==> src/include/supply_low_detect_params.svh <==
// Constants of the supply under-voltage detector control block.
// Assumes inclusion by its bare name from the package and the control block RTL file.
`ifndef SUPPLY_LOW_DETECT_PARAMS_SVH
`define SUPPLY_LOW_DETECT_PARAMS_SVH

// APB byte addresses
`define SLD_ADDR_CONTROL    12'h000
`define SLD_ADDR_IRQ_STATUS 12'h004
`define SLD_ADDR_IRQ_ENABLE 12'h008
`define SLD_ADDR_IRQ_CLEAR  12'h00C
`define SLD_ADDR_CORE_CTRL  12'h010

// Control register fields
`define SLD_TRIP_LSB        0
`define SLD_TRIP_MSB        3
`define SLD_ENABLE_BIT      4
`define SLD_STABLE_BIT      5
`define SLD_TRIP_RESET      4'h5
`define SLD_TRIP_EXTERNAL   4'hF

// Interrupt status bits
`define SLD_IRQ_UV_BIT      0
`define SLD_IRQ_STABLE_BIT  1
`define SLD_IRQ_WIDTH       2

// Core control bits
`define SLD_CORE_GIE_BIT    0
`define SLD_CORE_SLEEP_BIT  1

// Reference settle time in ns and clock period in ns
`define SLD_SETTLE_NS       20000
`define SLD_CLK_NS          25
`define SLD_SETTLE_CYCLES   ((`SLD_SETTLE_NS + `SLD_CLK_NS - 1) / `SLD_CLK_NS)

`endif

==> src/include/supply_low_detect_pkg.sv <==
// Types shared by the supply under-voltage detector control block.
// Assumes the params header is on the include path.
`include "supply_low_detect_params.svh"

package supply_low_detect_pkg;
    typedef logic [3:0] trip_t;
    typedef enum logic [1:0] {
        REF_OFF,
        REF_SETTLING,
        REF_STABLE
    } ref_state_e;
endpackage

==> src/rtl/sld_sync3.sv <==
// Three-stage synchroniser with agreement filter for one pin input.
// Assumes the input is asynchronous to clk.
`timescale 1ns/1ps

module sld_sync3 #(
    parameter logic RESET_VAL = 1'b0
) (
    // Clock and reset
    input  wire  logic clk,
    input  wire  logic rst_n,
    // Data
    input  wire  logic async_in,
    output logic       sync_out
);
    logic [2:0] stage_r;

    // Shift chain; only stage 1 and 2 are looked at
    always_ff @(posedge clk or negedge rst_n) begin
        if (!rst_n) begin
            stage_r <= {3{RESET_VAL}};
        end else begin
            stage_r <= {stage_r[1:0], async_in};
        end
    end

    // A change counts once the second and third stages agree
    always_ff @(posedge clk or negedge rst_n) begin
        if (!rst_n) begin
            sync_out <= RESET_VAL;
        end else if (stage_r[1] == stage_r[2]) begin
            sync_out <= stage_r[2];
        end
    end
endmodule // sld_sync3

==> src/rtl/sld_settle_timer.sv <==
// Reference settle timer: counts a fixed time measured in ns.
// Assumes clk runs at the nominal rate the count was derived from.
`timescale 1ns/1ps

module sld_settle_timer #(
    parameter int CYCLES = 800
) (
    // Clock and reset
    input  wire  logic clk,
    input  wire  logic rst_n,
    // Control
    input  wire  logic start,
    input  wire  logic run,
    output logic       done
);
    localparam int CW = $clog2(CYCLES + 1);
    logic [CW-1:0] count_r;

    // Restarts on start, clears when run drops, saturates at CYCLES
    always_ff @(posedge clk or negedge rst_n) begin
        if (!rst_n) begin
            count_r <= '0;
        end else if (!run || start) begin
            count_r <= '0;
        end else if (count_r != CW'(CYCLES)) begin
            count_r <= count_r + CW'(1);
        end
    end

    assign done = run && !start && (count_r == CW'(CYCLES));
endmodule // sld_settle_timer

==> src/rtl/supply_low_detect_ctrl.sv <==
// Control and flag logic of the programmable supply under-voltage detector.
// Assumes an APB master on pclk, an analog comparator and tap mux outside,
// and a core that sleeps and takes a vectored interrupt.
//
// Added by the designer: the register addresses and register access over APB.
`timescale 1ns/1ps
`include "supply_low_detect_params.svh"

////////////////////////////////////////////////////////////////////////////////
// Summary of operation
// Falling supply below trip sets under-voltage flag
// Enabled flag raises interrupt toward the vector
// Four-bit trip field in control bits 3:0
// Code 1111 selects the external sense pin
// Codes 0000 to 1110 pick rising divider taps
// Bit 4 powers detector and enables detection
// Bit 5 reads 1 once reference stable
// Control bits 7:6 read zero
// Reset: enable off, flag off, trip 0101
// Software: select, mask, enable, wait, clear, unmask
// No flagging before reference becomes stable
// Settle time is fixed time, not clock-scaled
// Detector keeps working in sleep and wakes
// Wake vectors only with global interrupts enabled
// Shared reference needs start-up when all unused
// Software enables detector only for short checks
// Flag stays set until software clears it
module supply_low_detect_ctrl
    import supply_low_detect_pkg::*;
#(
    parameter int SETTLE_CYCLES = `SLD_SETTLE_CYCLES
) (
    // APB slave
    input  wire  logic        pclk,
    input  wire  logic        presetn,
    input  wire  logic        psel,
    input  wire  logic        penable,
    input  wire  logic        pwrite,
    input  wire  logic [11:0] paddr,
    input  wire  logic [31:0] pwdata,
    output logic       [31:0] prdata,
    output logic              pready,
    output logic              pslverr,
    // Analog side
    input  wire  logic        comparator_low,
    input  wire  logic        brownout_ref_on,
    output logic              monitor_power_enable,
    output logic       [3:0]  trip_level_select,
    output logic              external_sense_input_sel,
    output logic       [14:0] divider_tap_select,
    output logic              reference_on,
    // Core side
    input  wire  logic        core_sleeping,
    output logic              irq,
    output logic              vector_request,
    output logic              wake_request
);

    ////////////////////////////////////////////////////////////////////////////
    // Registers and wires
    logic                     enable_r;
    trip_t                    trip_r;
    logic [`SLD_IRQ_WIDTH-1:0] status_r;
    logic [`SLD_IRQ_WIDTH-1:0] irq_en_r;
    logic                     gie_r;
    ref_state_e               ref_state_r;
    logic                     stable_r;
    logic                     cmp_low_s;
    logic                     bor_ref_s;
    logic                     settle_start;
    logic                     settle_done;
    logic                     wr_en;
    logic                     rd_en;
    logic                     addr_hit;
    logic [`SLD_IRQ_WIDTH-1:0] clr_mask;
    logic [`SLD_IRQ_WIDTH-1:0] set_mask;
    logic                     stable_rise;
    logic                     uv_event;
    logic [31:0]              rdata_nxt;

    ////////////////////////////////////////////////////////////////////////////
    // Pin synchronisers: comparator and brown-out reference state are analog
    sld_sync3 #(.RESET_VAL(1'b0)) u_sync_cmp (
        .clk      (pclk),
        .rst_n    (presetn),
        .async_in (comparator_low),
        .sync_out (cmp_low_s)
    );

    sld_sync3 #(.RESET_VAL(1'b0)) u_sync_bor (
        .clk      (pclk),
        .rst_n    (presetn),
        .async_in (brownout_ref_on),
        .sync_out (bor_ref_s)
    );

    ////////////////////////////////////////////////////////////////////////////
    // APB decode: zero wait states, unmapped addresses answer with pslverr
    assign wr_en   = psel && penable && pwrite;
    assign rd_en   = psel && penable && !pwrite;
    assign pready  = 1'b1;
    assign addr_hit = (paddr == `SLD_ADDR_CONTROL)    ||
                      (paddr == `SLD_ADDR_IRQ_STATUS) ||
                      (paddr == `SLD_ADDR_IRQ_ENABLE) ||
                      (paddr == `SLD_ADDR_IRQ_CLEAR)  ||
                      (paddr == `SLD_ADDR_CORE_CTRL);
    assign pslverr = psel && penable && !addr_hit;

    ////////////////////////////////////////////////////////////////////////////
    // Control register: enable and trip level
    always_ff @(posedge pclk or negedge presetn) begin
        if (!presetn) begin
            enable_r <= 1'b0;
            trip_r   <= `SLD_TRIP_RESET;
        end else if (wr_en && paddr == `SLD_ADDR_CONTROL) begin
            enable_r <= pwdata[`SLD_ENABLE_BIT];
            trip_r   <= pwdata[`SLD_TRIP_MSB:`SLD_TRIP_LSB];
        end
    end

    // Core control: global interrupt enable mirror
    always_ff @(posedge pclk or negedge presetn) begin
        if (!presetn) begin
            gie_r <= 1'b0;
        end else if (wr_en && paddr == `SLD_ADDR_CORE_CTRL) begin
            gie_r <= pwdata[`SLD_CORE_GIE_BIT];
        end
    end

    // Interrupt enable register
    always_ff @(posedge pclk or negedge presetn) begin
        if (!presetn) begin
            irq_en_r <= '0;
        end else if (wr_en && paddr == `SLD_ADDR_IRQ_ENABLE) begin
            irq_en_r <= pwdata[`SLD_IRQ_WIDTH-1:0];
        end
    end

    ////////////////////////////////////////////////////////////////////////////
    // Analog steering outputs
    assign monitor_power_enable     = enable_r;
    assign trip_level_select        = trip_r;
    assign external_sense_input_sel = enable_r && (trip_r == `SLD_TRIP_EXTERNAL);

    // One-hot divider tap, rising threshold with code; none for the pin
    always_comb begin
        divider_tap_select = '0;
        if (enable_r && trip_r != `SLD_TRIP_EXTERNAL) begin
            divider_tap_select[trip_r] = 1'b1;
        end
    end

    // Reference is shared with brown-out; it runs while any user needs it
    assign reference_on = enable_r || bor_ref_s;

    ////////////////////////////////////////////////////////////////////////////
    // Reference settle tracking: a fixed time, scaled from ns at build time
    // so a slower core clock would only lengthen it, never shorten below spec
    assign settle_start = (ref_state_r == REF_OFF) && reference_on;

    sld_settle_timer #(.CYCLES(SETTLE_CYCLES)) u_settle (
        .clk   (pclk),
        .rst_n (presetn),
        .start (settle_start),
        .run   (reference_on),
        .done  (settle_done)
    );

    always_ff @(posedge pclk or negedge presetn) begin
        if (!presetn) begin
            ref_state_r <= REF_OFF;
        end else begin
            unique case (ref_state_r)
                REF_OFF: begin
                    if (reference_on) begin
                        ref_state_r <= REF_SETTLING;
                    end
                end
                REF_SETTLING: begin
                    if (!reference_on) begin
                        ref_state_r <= REF_OFF;
                    end else if (settle_done) begin
                        ref_state_r <= REF_STABLE;
                    end
                end
                REF_STABLE: begin
                    if (!reference_on) begin
                        ref_state_r <= REF_OFF;
                    end
                end
            endcase
        end
    end

    // Stable flag only while this detector is enabled and reference settled
    always_ff @(posedge pclk or negedge presetn) begin
        if (!presetn) begin
            stable_r <= 1'b0;
        end else begin
            stable_r <= enable_r && (ref_state_r == REF_STABLE);
        end
    end

    ////////////////////////////////////////////////////////////////////////////
    // Interrupt events; the comparator is ignored until the reference settles
    assign uv_event    = stable_r && cmp_low_s;
    assign stable_rise = enable_r && (ref_state_r == REF_STABLE) && !stable_r;

    always_comb begin
        set_mask = '0;
        set_mask[`SLD_IRQ_UV_BIT]     = uv_event;
        set_mask[`SLD_IRQ_STABLE_BIT] = stable_rise;
    end

    assign clr_mask = (wr_en && paddr == `SLD_ADDR_IRQ_CLEAR) ?
                      pwdata[`SLD_IRQ_WIDTH-1:0] : '0;

    // Sticky status; a set in the clearing cycle wins
    always_ff @(posedge pclk or negedge presetn) begin
        if (!presetn) begin
            status_r <= '0;
        end else begin
            status_r <= (status_r & ~clr_mask) | set_mask;
        end
    end

    ////////////////////////////////////////////////////////////////////////////
    // Interrupt, vector and wake outputs
    assign irq = |(status_r & irq_en_r);

    // Vector only when the core may take interrupts, awake or woken
    assign vector_request = irq && gie_r;

    // Detection keeps working in sleep; an enabled flag wakes the core
    assign wake_request = core_sleeping && irq;

    ////////////////////////////////////////////////////////////////////////////
    // Read mux; upper bits of the control byte read zero
    always_comb begin
        rdata_nxt = 32'h0000_0000;
        unique case (paddr)
            `SLD_ADDR_CONTROL: begin
                rdata_nxt[`SLD_TRIP_MSB:`SLD_TRIP_LSB] = trip_r;
                rdata_nxt[`SLD_ENABLE_BIT] = enable_r;
                rdata_nxt[`SLD_STABLE_BIT] = stable_r;
            end
            `SLD_ADDR_IRQ_STATUS: begin
                rdata_nxt[`SLD_IRQ_WIDTH-1:0] = status_r;
            end
            `SLD_ADDR_IRQ_ENABLE: begin
                rdata_nxt[`SLD_IRQ_WIDTH-1:0] = irq_en_r;
            end
            `SLD_ADDR_CORE_CTRL: begin
                rdata_nxt[`SLD_CORE_GIE_BIT]   = gie_r;
                rdata_nxt[`SLD_CORE_SLEEP_BIT] = core_sleeping;
            end
            default: begin
                rdata_nxt = 32'h0000_0000;
            end
        endcase
    end

    // Read data registered at setup so it is stable in the access phase
    always_ff @(posedge pclk or negedge presetn) begin
        if (!presetn) begin
            prdata <= 32'h0000_0000;
        end else if (psel && !penable && !pwrite) begin
            prdata <= rdata_nxt;
        end
    end

    // rd_en kept for readers of the decode; reads have no side effects
    logic unused_rd;
    assign unused_rd = rd_en;

endmodule // supply_low_detect_ctrl

==> config.mk <==
export PLATFORM = sky130hd
export DESIGN_NAME = supply_low_detect_ctrl
export DESIGN_NICKNAME = d
export VERILOG_FILES = /design/src/include/supply_low_detect_pkg.sv /design/src/rtl/sld_sync3.sv /design/src/rtl/sld_settle_timer.sv /design/src/rtl/supply_low_detect_ctrl.sv
export VERILOG_INCLUDE_DIRS = /design/src /design/src/include
export SDC_FILE = /design/constraint.sdc
export NUM_CORES = 1
export LEC_CHECK = 0
export BUFFER_PORTS_ARGS = -buffer_cell sky130_fd_sc_hd__buf_2
export CORE_ASPECT_RATIO = 0.6
export CORE_MARGIN = 2
export CORE_UTILIZATION = 43
export DETAILED_ROUTE_END_ITERATION = 10
export GPL_ROUTABILITY_DRIVEN = 0
export PLACE_DENSITY = 0.89
export SYNTH_ARGS = -nofsm -noshare
export SYNTH_HDL_FRONTEND = slang
export SYNTH_SLANG_ARGS = --single-unit
==> constraint.sdc <==
create_clock -name pclk -period 3.1 [get_ports pclk]
set_clock_uncertainty 0.2 [all_clocks]
set_input_delay 0.62 -clock pclk [delete_from_list [all_inputs] [get_ports pclk]]
set_output_delay 0.62 -clock pclk [all_outputs]
set_load 0.01 [all_outputs]
==> summary.md, run 1 <==
| Metric | Value |
|---|---|
| Outcome | finished, final reports clean |
| Setup tns final | 0 ns |
| Synthesized area | roughly 2100 µm² |
| Post-route setup slack | 0.603 ns |
| Fmax | 400 MHz |
| Compound-cell area share of the yosys netlist | 6.21% |
| Final core utilization | between 50% and 60% |
| DRT Pass-1 Iters | 4 |
| Net Sw Frac | 25.7% |
| Cts hold-fix bufs | 0 |
| P_int | 0.827 mW |
| Simple-gate share of the synthesized area | 22.5% |
| Kind of critical path | input pin to output port |
| First-pass GRT wire length | just under 7000 µm |
| H-tree depth | 2 |
| Core Rows | 19 |
| Max incr delay on CP | 0.54 ns |
| Crit path DAT | roughly 1.7 ns |
| Critical Path End | pslverr |
| Yosys reg bits | 37 |
| RSZ-0062 raised after global routing | false |
| Share of cells above drive strength 1 | between 30% and 40% |
| Root buf cell | clkbuf_8 |
| Initial DRC Count | between 50 and 60 |
| Nature of the critical path startpoint | input pin |
| Post-detail-place hpwl | between 3000 and 4000 µm |
| R2r endpoint | ref_state_r[0] |
| R2R depth | 4 |
| Pwr Density | 453 nW/µm² |
| Critical path, cell by cell | buf_2 -> or4_4 -> nor2_1 -> a21oi_1 -> buf_2 |
| Ys async rst share | 100% |
| Routed WL per cell | between 10 and 15 µm |
| Final Critical Period | about 2.5 ns |
| Nets@finish | approximately 320 |
| Final instance area | between 2000 and 2500 µm² |
| Placed Area | 2340 µm² |
| Avg Inst Size Synth | 9.97 µm² |
| Die area | 5510 µm² |
| Die width | about 95 µm |
| Post-synth EDFFs | 0 |
| Logic pwr share | between 10 and 15% |
| Max transition margin | 45.3% |
| R2R Path Start | u_settle.count_r[3] |
| PostCTS Resize Cnt | 0 |
| I/O Pins | approximately 110 |
| Clock share of power | 38.5% |
| CTS tree | yes |
| Core area | ~4700 µm² |
| Antenna violations before repair | 0 |
| Postcts setup bufs | 0 |
| Seq pwr share | 46.6% |
| Final ANT Viol Nets | 0 |
| Crit path launch | paddr[9] |
| Worst skew pair latency | approximately 0.29 ns |
| Worst-Margin Slew | roughly 0.8 ns |
| DR vias | between 1500 and 2000 |
| Clock Tree Buf Depth | 2 |
| Multi-input combinational cell area | between 1000 and 1500 µm² |
| Routed WL | 4410 µm |
| Grt ovf | 0 |
| Area grow syn2layout | 16.1% |
| Endpoints failing hold | 0 |
| Switch Pwr | approximately 0.29 mW |
| Dpl ws | around 0.34 ns |
| Worst EP required | roughly 2.3 ns |
| Crit-path slowest cell | or4_4 |
| Syn. warnings | 0 |
| Clock sinks | 37 |
| Post-synth cell types | 44 |
| ANT cells | 0 |
| Total track usage | between 15 and 20% |
| Top_reg_cell synth | dfrtp_1 |
| Post-Synth Adder-Cell Area | under 10% |
| Worst-path clk slew | 0.07 ns |
| Seq/Total Area, Yosys | 43.9% |
| Static leakage | 1.23 nW |
| FF-to-FF setup slack | between 0.9 and 1 ns |
| Worst setup EP type | output port |
| Pin count of the biggest net entering global routing | 38 |
| Min-delay worst type | flop to flop |
| Max-slew violation count | 0 |
| Final routed DRC violation total | 0 |
| Number of global-route vias before repair | 1400 |
| Fillers | between 400 and 500 |
| Final setup fails | 0 |
| Crit-path most repeated cell | buf_2 |
| PortBufs | between 50 and 60 |
| Largest family of logic cells by synthesized area | simple AND/OR/NAND/NOR gates |
| Cts bufs inserted | 5 |
| Synth Area in XOR/XNOR | under 10% |
| Max-capacitance violation count | 0 |
| Worst hold slack | between 0.15 and 0.2 ns |
| Syn Inst Count | 212 |
| Chip height | 58.3 µm |
| Via-per-instance ratio | 5.01 |
| Register area | between 900 and 1000 µm² |
| CP Max Fanout | 4 |
| Peak supply drop | 250 µV |
| Initial Util | roughly 45% |
| Period utilisation layout | 80.6% |
| Mux share of post-synthesis cell area | about 7% |
[per-layer routing]
layer	up-vias	GRT usage (%)	wire length (µm)
li1	784	-	-
met1	785	22.9	2030
met2	78	24.1	1900
met3	6	5.12	440
met4	0	5.59	42
met5	-	0	0
[worst min-delay path by stage]
stage / from / end / slack (ns) / depth (start not counted)
global route: u_sync_bor.stage_r[0] / u_sync_bor.stage_r[1] / 0.16 / 0
CTS: u_sync_bor.stage_r[0] / u_sync_bor.stage_r[1] / 0.15 / 0
detailed placement: u_sync_bor.stage_r[0] / u_sync_bor.stage_r[1] / 0.14 / 0
floorplan: presetn / gie_r / 0.12 / 0
global placement: u_sync_cmp.stage_r[0] / u_sync_cmp.stage_r[1] / 0.13 / 0
finish: u_sync_bor.stage_r[0] / u_sync_bor.stage_r[1] / 0.15 / 0
[stage by stage]
stage,cells,power (mW)
floorplan,237,0.661
global placement,322,0.682
detailed placement,322,0.692
CTS,330,1.12
global route,330,1.17
finish,330,1.11
[flip-flops by register name, indices dropped and copies added (netlist names)]
name                  count
monitor_power_enable      1
u_sync_bor.sync_out       1
u_sync_cmp.sync_out       1
u_sync_cmp.stage_r        3
gie_r                     1
status_r                  2
prdata                    6
irq_en_r                  2
trip_level_select         4
ref_state_r               2
u_settle.count_r         10
stable_r                  1
u_sync_bor.stage_r        3
[logic make-up (layout without fill, tap and decap cells)]
kind of cell               count (synthesis)  count (layout)
buffers and inverters                     43              73
adders and majority gates                  7               7
xor gates and xnor gates                   9               9
AOI/OAI and AO/OA                         19              19
DFF                                       37              37
muxes                                     13              13
and+or+nand+nor                           82              82
other                                      2              27
[cells in the final DEF (no fill, tap or decap), types with 2 or more instances in the layout]
cell type,instances
a21o_1,2
mux2_2,6
or4_1,3
xor2_1,6
clkbuf_8,6
nor2_1,22
and3_1,2
nand2b_1,3
inv_1,9
nand2_1,11
ha_1,5
a21oi_1,6
nor4_1,4
dfrtp_1,35
maj3_1,2
xnor2_1,3
or3b_2,2
a22o_1,4
conb_1,27
dfstp_2,2
nand4_1,3
mux2i_1,5
nor3_1,10
o31ai_1,2
buf_2,56
nor4_4,2
mux2_4,2
nor2b_1,2
nand3_1,7
nand3b_1,2
[power groups by stage]
stage / Combinational (mW) / Sequential (mW) / Clock (mW)
2_1_floorplan: 0.138 / 0.523 / 0
3_3_place_gp: 0.157 / 0.525 / 0
3_5_place_dp: 0.165 / 0.527 / 0
4_1_cts: 0.167 / 0.518 / 0.439
5_1_grt: 0.187 / 0.521 / 0.463
6_report: 0.166 / 0.518 / 0.428
[cell usage after synthesis (3+ instances only)]
cell,instances,share of area (%)
or4_1,3,1.1
nand4_1,3,0.89
ha_1,5,3.0
nand2b_1,3,0.89
a22o_1,4,1.7
a21oi_1,6,1.4
nor2_1,22,3.9
nor4_1,4,1.2
nand2_1,11,2.0
nand3_1,7,1.7
mux2i_1,5,2.4
mux2_2,6,3.2
xnor2_1,3,1.2
dfrtp_1,35,41
inv_1,9,1.6
clkbuf_1,7,1.2
buf_4,27,9.6
nor3_1,10,2.4
xor2_1,6,2.5
[final cells by class]
cell class	instances	area share, %
clock buffer	7	3.52
clock inverter	1	1.22
inverter	9	1.38
multi-input combinational	157	41.4
sequential	37	37.8
tap	63	3.21
timing repair buffer	56	11.4
[worst max-delay path: cells and delay by family]
family,cells,cell delay [ns]
buf+inv,2,0.24
simple gates,2,0.73
compound gates,1,0.09
No activity file was read; power rests on OpenSTA's default activity.
==> run 2: changes to the inputs <==
--- a/config.mk
+++ b/config.mk
@@ -9,7 +9,7 @@
 export BUFFER_PORTS_ARGS = -buffer_cell sky130_fd_sc_hd__buf_2
 export CORE_ASPECT_RATIO = 0.6
 export CORE_MARGIN = 2
-export CORE_UTILIZATION = 43
+export CORE_UTILIZATION = 41
 export DETAILED_ROUTE_END_ITERATION = 10
 export GPL_ROUTABILITY_DRIVEN = 0
 export PLACE_DENSITY = 0.89
==> constraint.sdc (replaced) <==
create_clock -name pclk -period 2.1 [get_ports pclk]
set_clock_uncertainty 0.2 [all_clocks]
set_input_delay 0.42 -clock pclk [delete_from_list [all_inputs] [get_ports pclk]]
set_output_delay 0.42 -clock pclk [all_outputs]
set_load 0.01 [all_outputs]
==> run 2 against run 1 <==
Net effect:
- clock power rose by 41%
- die area grew 4.6%
- total power is 47% higher
- design area rose by 8.2%
- sequential share of layout area decreased by 2.9 points
- hold slack got worse by 0.11 ns
- count of clock-buffer cells in the layout fell by 1
==> summary.md, run 2 (synthesized netlist as in run 1, its figures left out) <==
| Metric | Value |
|---|---|
| Met3 WL | a little under 300 µm |
| DR vias | about 1700 |
| Grt ovf | 0 |
| Nets@finish | around 340 |
| Worst hold slack | 0.0396 ns |
| DP Cell Count | approximately 340 |
| Critical path, cell by cell | buf_6 -> or4_4 -> buf_6 -> nor2_4 -> a21oi_2 -> buf_2 |
| Crit-path slowest cell | or4_4 |
| Post-detail-place hpwl | between 3000 and 4000 µm |
| Nature of the critical path startpoint | input pin |
| Largest Register | u_settle.count_r |
| Peak supply drop | ~340 µV |
| Area grow syn2layout | 25.6% |
| Clock sinks | 37 |
| Highest Signal Layer | met4 |
| Worst skew pair latency | roughly 0.29 ns |
| Routed WL per cell | around 13 µm |
| Max-slew violation count | 0 |
| Worst EP required | between 1 and 1.5 ns |
| Number of global-route vias before repair | 1624 |
| Routed WL | around 4700 µm |
| First-pass GRT wire length | 7560 µm |
| Endpoints failing hold | 0 |
| Initial DRC Count | between 60 and 70 |
| Final routed DRC violation total | 0 |
| Worst-path clk slew | about 0.070 ns |
| FF-to-FF setup slack | 0.12 ns |
| CP Max Fanout | 3 |
| Seq pwr share | 46.9% |
| Pin count of the biggest net entering global routing | 38 |
| Cts bufs inserted | 5 |
| Final setup fails | 0 |
| Final Critical Period | 2.09 ns |
| Worst path top cell family by delay | simple AND/OR/NAND/NOR gates |
| H-tree depth | 2 |
| Non-filler instance count after layout | about 350 |
| Via-per-instance ratio | ~5 |
| Crit path buf inv count | 3 |
| I/O Pins | 111 |
| Period utilisation layout | between 90% and 100% |
| CTS tree | yes |
| Total track usage | 16.7% |
| M1 wire length | between 2000 and 2500 µm |
| Commonest non-fill, non-tap cells in the layout | 54 x buf_2, 35 x dfrtp_1, 27 x conb_1, 21 x nor2_1, 18 x buf_4 |
| Root buf cell | clkbuf_8 |
| Share of cells above drive strength 1 | 37.6% |
| Max-capacitance violation count | 0 |
| Placed Area | approximately 2500 µm² |
| Switch Pwr | 0.429 mW |
| Final instance area | about 2700 µm² |
| Fmax | around 480 MHz |
| Max incr delay on CP | between 0.5 and 0.6 ns |
| RSZ-0062 raised after global routing | true |
| Tot Pwr | roughly 1.6 mW |
| Clock share of power | a little under two fifths |
| Clock Tree Buf Depth | 2 |
| Core area | 5000 µm² |
| Pwr Density | 614 nW/µm² |
| Final core utilization | between 50% and 60% |
| PortBufs | 56 |
| Worst setup EP type | output port |
| Outcome | finished, final reports clean |
| Logic pwr share | roughly 16% |
| Core Rows | 20 |
| Net Sw Frac | a little over a quarter |
| Min-delay worst type | input pin to flop |
| Static leakage | 1.33 nW |
| Fillers | between 400 and 500 |
| Most common cell after layout, fill and taps aside | buf_2 |
| DRT Pass-1 Iters | 4 |
| ANT cells | 0 |
| Final ANT Viol Nets | 0 |
| Die area | 5770 µm² |
| Kind of critical path | input pin to output port |
| P_int | approximately 1.2 mW |
| Crit path DAT | around 1.5 ns |
| Die width | 96.7 µm |
| Initial Util | between 40 and 50% |
| Routed wl met2 | ~2200 µm |
| Chip height | ~60 µm |
| Antenna violations before repair | 0 |
| Crit-path most repeated cell | buf_6 |
| Number of flip-flops in the largest register | 10 |
run 2: power by group through the flow:
stage | Clock [mW] | Sequential, mW | Combinational (mW)
6_report | 0.602 | 0.764 | 0.264
5_1_grt | 0.645 | 0.768 | 0.305
4_1_cts | 0.615 | 0.764 | 0.265
3_5_place_dp | 0 | 0.777 | 0.255
3_3_place_gp | 0 | 0.775 | 0.244
2_1_floorplan | 0 | 0.771 | 0.204
run 2: path summary, 6_finish.rpt:
kind	depth (start not counted)	startpoint	endpoint
worst max-delay path	6	paddr[9]	pslverr
worst min-delay path	1	brownout_ref_on	u_sync_bor.stage_r[0]
worst max register to register	4	u_settle.count_r[4]	ref_state_r[0]
worst min register to register	0	u_sync_cmp.stage_r[0]	u_sync_cmp.stage_r[1]
max in group asynchronous	3	presetn	u_settle.count_r[4]
min in group asynchronous	3	presetn	trip_level_select[3]
run 2: area by class of cell:
class	count	area [µm²]	share of cell area [%]
multi-input combinational	157	1050	39.7
inverter	9	33.8	1.27
clock inverter	2	35.0	1.32
sequential	37	928	35.0
timing repair buffer	76	449	16.9
clock buffer	6	72.6	2.73
tap	66	82.6	3.11
run 2: metrics by stage:
step / worst slack [ns] / setup TNS, ns
floorplan: -0.194 / -1.18
global placement: -0.331 / -3.22
detailed placement: -0.341 / -3.48
CTS: 0.000385 / 0
global route: -0.0403 / -0.0490
finish: 0.00507 / 0
run 2: what timing repair did:
item,4_1_cts,5_1_grt
setup buffers,0,2
pin swaps,2,1
cloned,0,0
hold buffers,1,0
resized for setup,5,6
setup endpoints to repair,7,6
endpoints found under the hold margin,35,0
run 2: routing by layer:
metal | vias up | GRT usage, %
met2 | 64 | 27.5
li1 | 825 | -
met4 | 0 | 5.63
met1 | 821 | 21.7
met5 | - | 0
met3 | 10 | 4.83
==> run 3: changes to the inputs <==
--- a/config.mk
+++ b/config.mk
@@ -9,10 +9,11 @@
 export BUFFER_PORTS_ARGS = -buffer_cell sky130_fd_sc_hd__buf_2
 export CORE_ASPECT_RATIO = 0.6
 export CORE_MARGIN = 2
-export CORE_UTILIZATION = 41
+export CORE_UTILIZATION = 25
 export DETAILED_ROUTE_END_ITERATION = 10
 export GPL_ROUTABILITY_DRIVEN = 0
-export PLACE_DENSITY = 0.89
+export GPL_TIMING_DRIVEN = 0
+export PLACE_DENSITY = 0.63
 export SYNTH_ARGS = -nofsm -noshare
 export SYNTH_HDL_FRONTEND = slang
 export SYNTH_SLANG_ARGS = --single-unit
==> run 3 against run 2 <==
Net effect:
- design area grew 7.9%
- sequential power about the same
- first-iteration DRC count is 78% higher
- via count increased by 0.70%
- wire length grew 6.8%
- fmax rose by 0.84%
- final cell count increased by 16%
- register-to-register slack hardly changed
- critical path type is now input pin to flop
- largest cell class unchanged
- highest routed layer unchanged
==> summary.md, run 3 (synthesized netlist as in run 1, its figures left out) <==
| Metric | Value |
|---|---|
| Outcome | finished, final reports clean |
| Total track usage | roughly 11% |
| Clock share of power | around two fifths |
| Worst hold slack | a little over 0.03 ns |
| Nets@finish | around 360 |
| Worst EP required | 2.07 ns |
| Routed WL | around 5000 µm |
| Clock Tree Buf Depth | 2 |
| Worst skew pair latency | approximately 0.28 ns |
| Worst-path clk slew | ~0.060 ns |
| Critical path, cell by cell | buf_2 -> or4_4 -> or2_4 -> or3_4 -> mux2_4 |
| Min-delay worst type | input pin to asynchronous set/reset pin |
| Antenna violations before repair | 0 |
| Max-slew violation count | 0 |
| Net Sw Frac | around a quarter |
| Switch Pwr | 0.474 mW |
| Pwr Density | between 600 and 700 nW/µm² |
| Chip height | approximately 75 µm |
| Cts bufs inserted | 5 |
| DR vias | roughly 1700 |
| Seq pwr share | a little over two fifths |
| R2R Path Start | u_settle.count_r[3] |
| CTS tree | yes |
| Period utilisation layout | a little over nine tenths |
| PortBufs | 55 |
| Static leakage | roughly 1.4 nW |
| Clock sinks | 37 |
| Die width | 123 µm |
| Endpoints failing hold | 0 |
| Peak supply drop | ~360 µV |
| Worst setup EP type | flop |
| Kind of critical path | input pin to flop |
| Max transition margin | between 40% and 50% |
| Final ANT Viol Nets | 0 |
| H-tree depth | 2 |
| I/O Pins | roughly 110 |
| ANT cells | 0 |
| Fmax | 481 MHz |
| Largest Register | u_settle.count_r |
| Initial DRC Count | ~110 |
| Area grow syn2layout | 35.5% |
| Placed Area | between 2000 and 3000 µm² |
| First-pass GRT wire length | between 7000 and 8000 µm |
| Crit-path slowest cell | or4_4 |
| Crit path launch | paddr[10] |
| Core area | roughly 8000 µm² |
| Final instance area | 2870 µm² |
| Post-detail-place hpwl | between 3000 and 4000 µm |
| Number of global-route vias before repair | 1547 |
| Crit path DAT | 2.05 ns |
| Commonest non-fill, non-tap cells in the layout | 55 x buf_2, 33 x buf_4, 33 x dfrtp_1, 27 x conb_1, 21 x nor2_1 |
| P_int | ~1.3 mW |
| Most common cell after layout, fill and taps aside | buf_2 |
| CP Max Fanout | 4 |
| Worst-Margin Slew | 0.817 ns |
| Final routed DRC violation total | 0 |
| Root buf cell | clkbuf_16 |
| Nature of the critical path startpoint | input pin |
| Pin count of the biggest net entering global routing | 38 |
| Initial Util | approximately a quarter |
| Logic pwr share | between 15 and 20% |
| Core Rows | 25 |
| Max-capacitance violation count | 0 |
| DRT Pass-1 Iters | 4 |
| Die area | 9230 µm² |
| Share of cells above drive strength 1 | between 40% and 50% |
| Max incr delay on CP | roughly 0.57 ns |
| Final setup fails | 0 |
| RSZ-0062 raised after global routing | true |
| Number of flip-flops in the largest register | 10 |
| Routed WL per cell | between 10 and 15 µm |
| Via-per-instance ratio | between 4 and 5 |
| Final Critical Period | around 2.1 ns |
| Grt ovf | 0 |
run 3: cell types whose count changed in the layout (fill, tap and decap cells not counted), sizes merged:
cell         delta
bufinv          -1
dlygate4sd3     -1
buf            +14
clkbuf          +2
clkinvlp        +1
clkinv          +1
run 3: routing by layer:
layer / track usage [%] / vias up / routed length, µm
met5: 0 / - / 0
met3: 4.47 / 5 / 440
met2: 16.0 / 58 / 2180
met1: 14.5 / 813 / 2380
li1: - / 856 / -
met4: 3.19 / 0 / 42
run 3: final timing paths:
check	depth (start not counted)	to	slack, ns
max in group asynchronous	1	monitor_power_enable	1.10
min in group pclk	1	u_sync_bor.stage_r[0]	0.04
setup / recovery	5	irq_en_r[0]	0.02
setup reg to reg	5	ref_state_r[0]	0.12
hold / removal	1	prdata[5]	0.03
hold reg to reg	0	u_sync_bor.stage_r[1]	0.15
run 3: power by group through the flow:
stage	registers [mW]	clock network, mW	logic, mW
after floorplan	0.771	0	0.204
after global placement	0.776	0	0.275
after detailed placement	0.776	0	0.288
after CTS	0.764	0.746	0.291
after global routing	0.768	0.777	0.330
final	0.764	0.723	0.291
run 3: timing repair:
item | CTS | global route
endpoints found under the setup margin | 23 | 22
hold buffers | 0 | 0
gates cloned | 0 | 0
gates resized for setup | 6 | 11
setup buffers | 5 | 2
pin swaps | 2 | 3
run 3: cell type report:
class                   count  area (µm²)
clock inverters             3        17.5
inverters                   9        33.8
fillers                   789        5170
repair buffers             62         332
flip-flops and latches     37         931
multi-input cells         157        1080
plain buffers              30         215
well taps                 108         135
clock buffers               5         125
run 3: worst max-delay path: cells and delay by family:
| kind | cells | cell delay, ns |
|---|---|---|
| buffers and inverters | 1 | 0.09 |
| muxes | 1 | 0.30 |
| and+or+nand+nor | 3 | 1.22 |
run 3: through the flow:
| step | setup TNS, ns | cells | power (mW) | utilization (%) | setup slack, ns |
|---|---|---|---|---|---|
| after floorplan | -1.18 | 237 | 0.976 | - | -0.194 |
| after global placement | -4.34 | 400 | 1.05 | 32.6 | -0.514 |
| after detailed placement | -4.46 | 400 | 1.06 | 32.6 | -0.515 |
| after CTS | -0.00146 | 410 | 1.80 | 34.9 | -0.00146 |
| after global routing | -0.0773 | 411 | 1.87 | 35.6 | -0.0341 |
| final | 0 | 411 | 1.78 | 35.6 | 0.0225 |
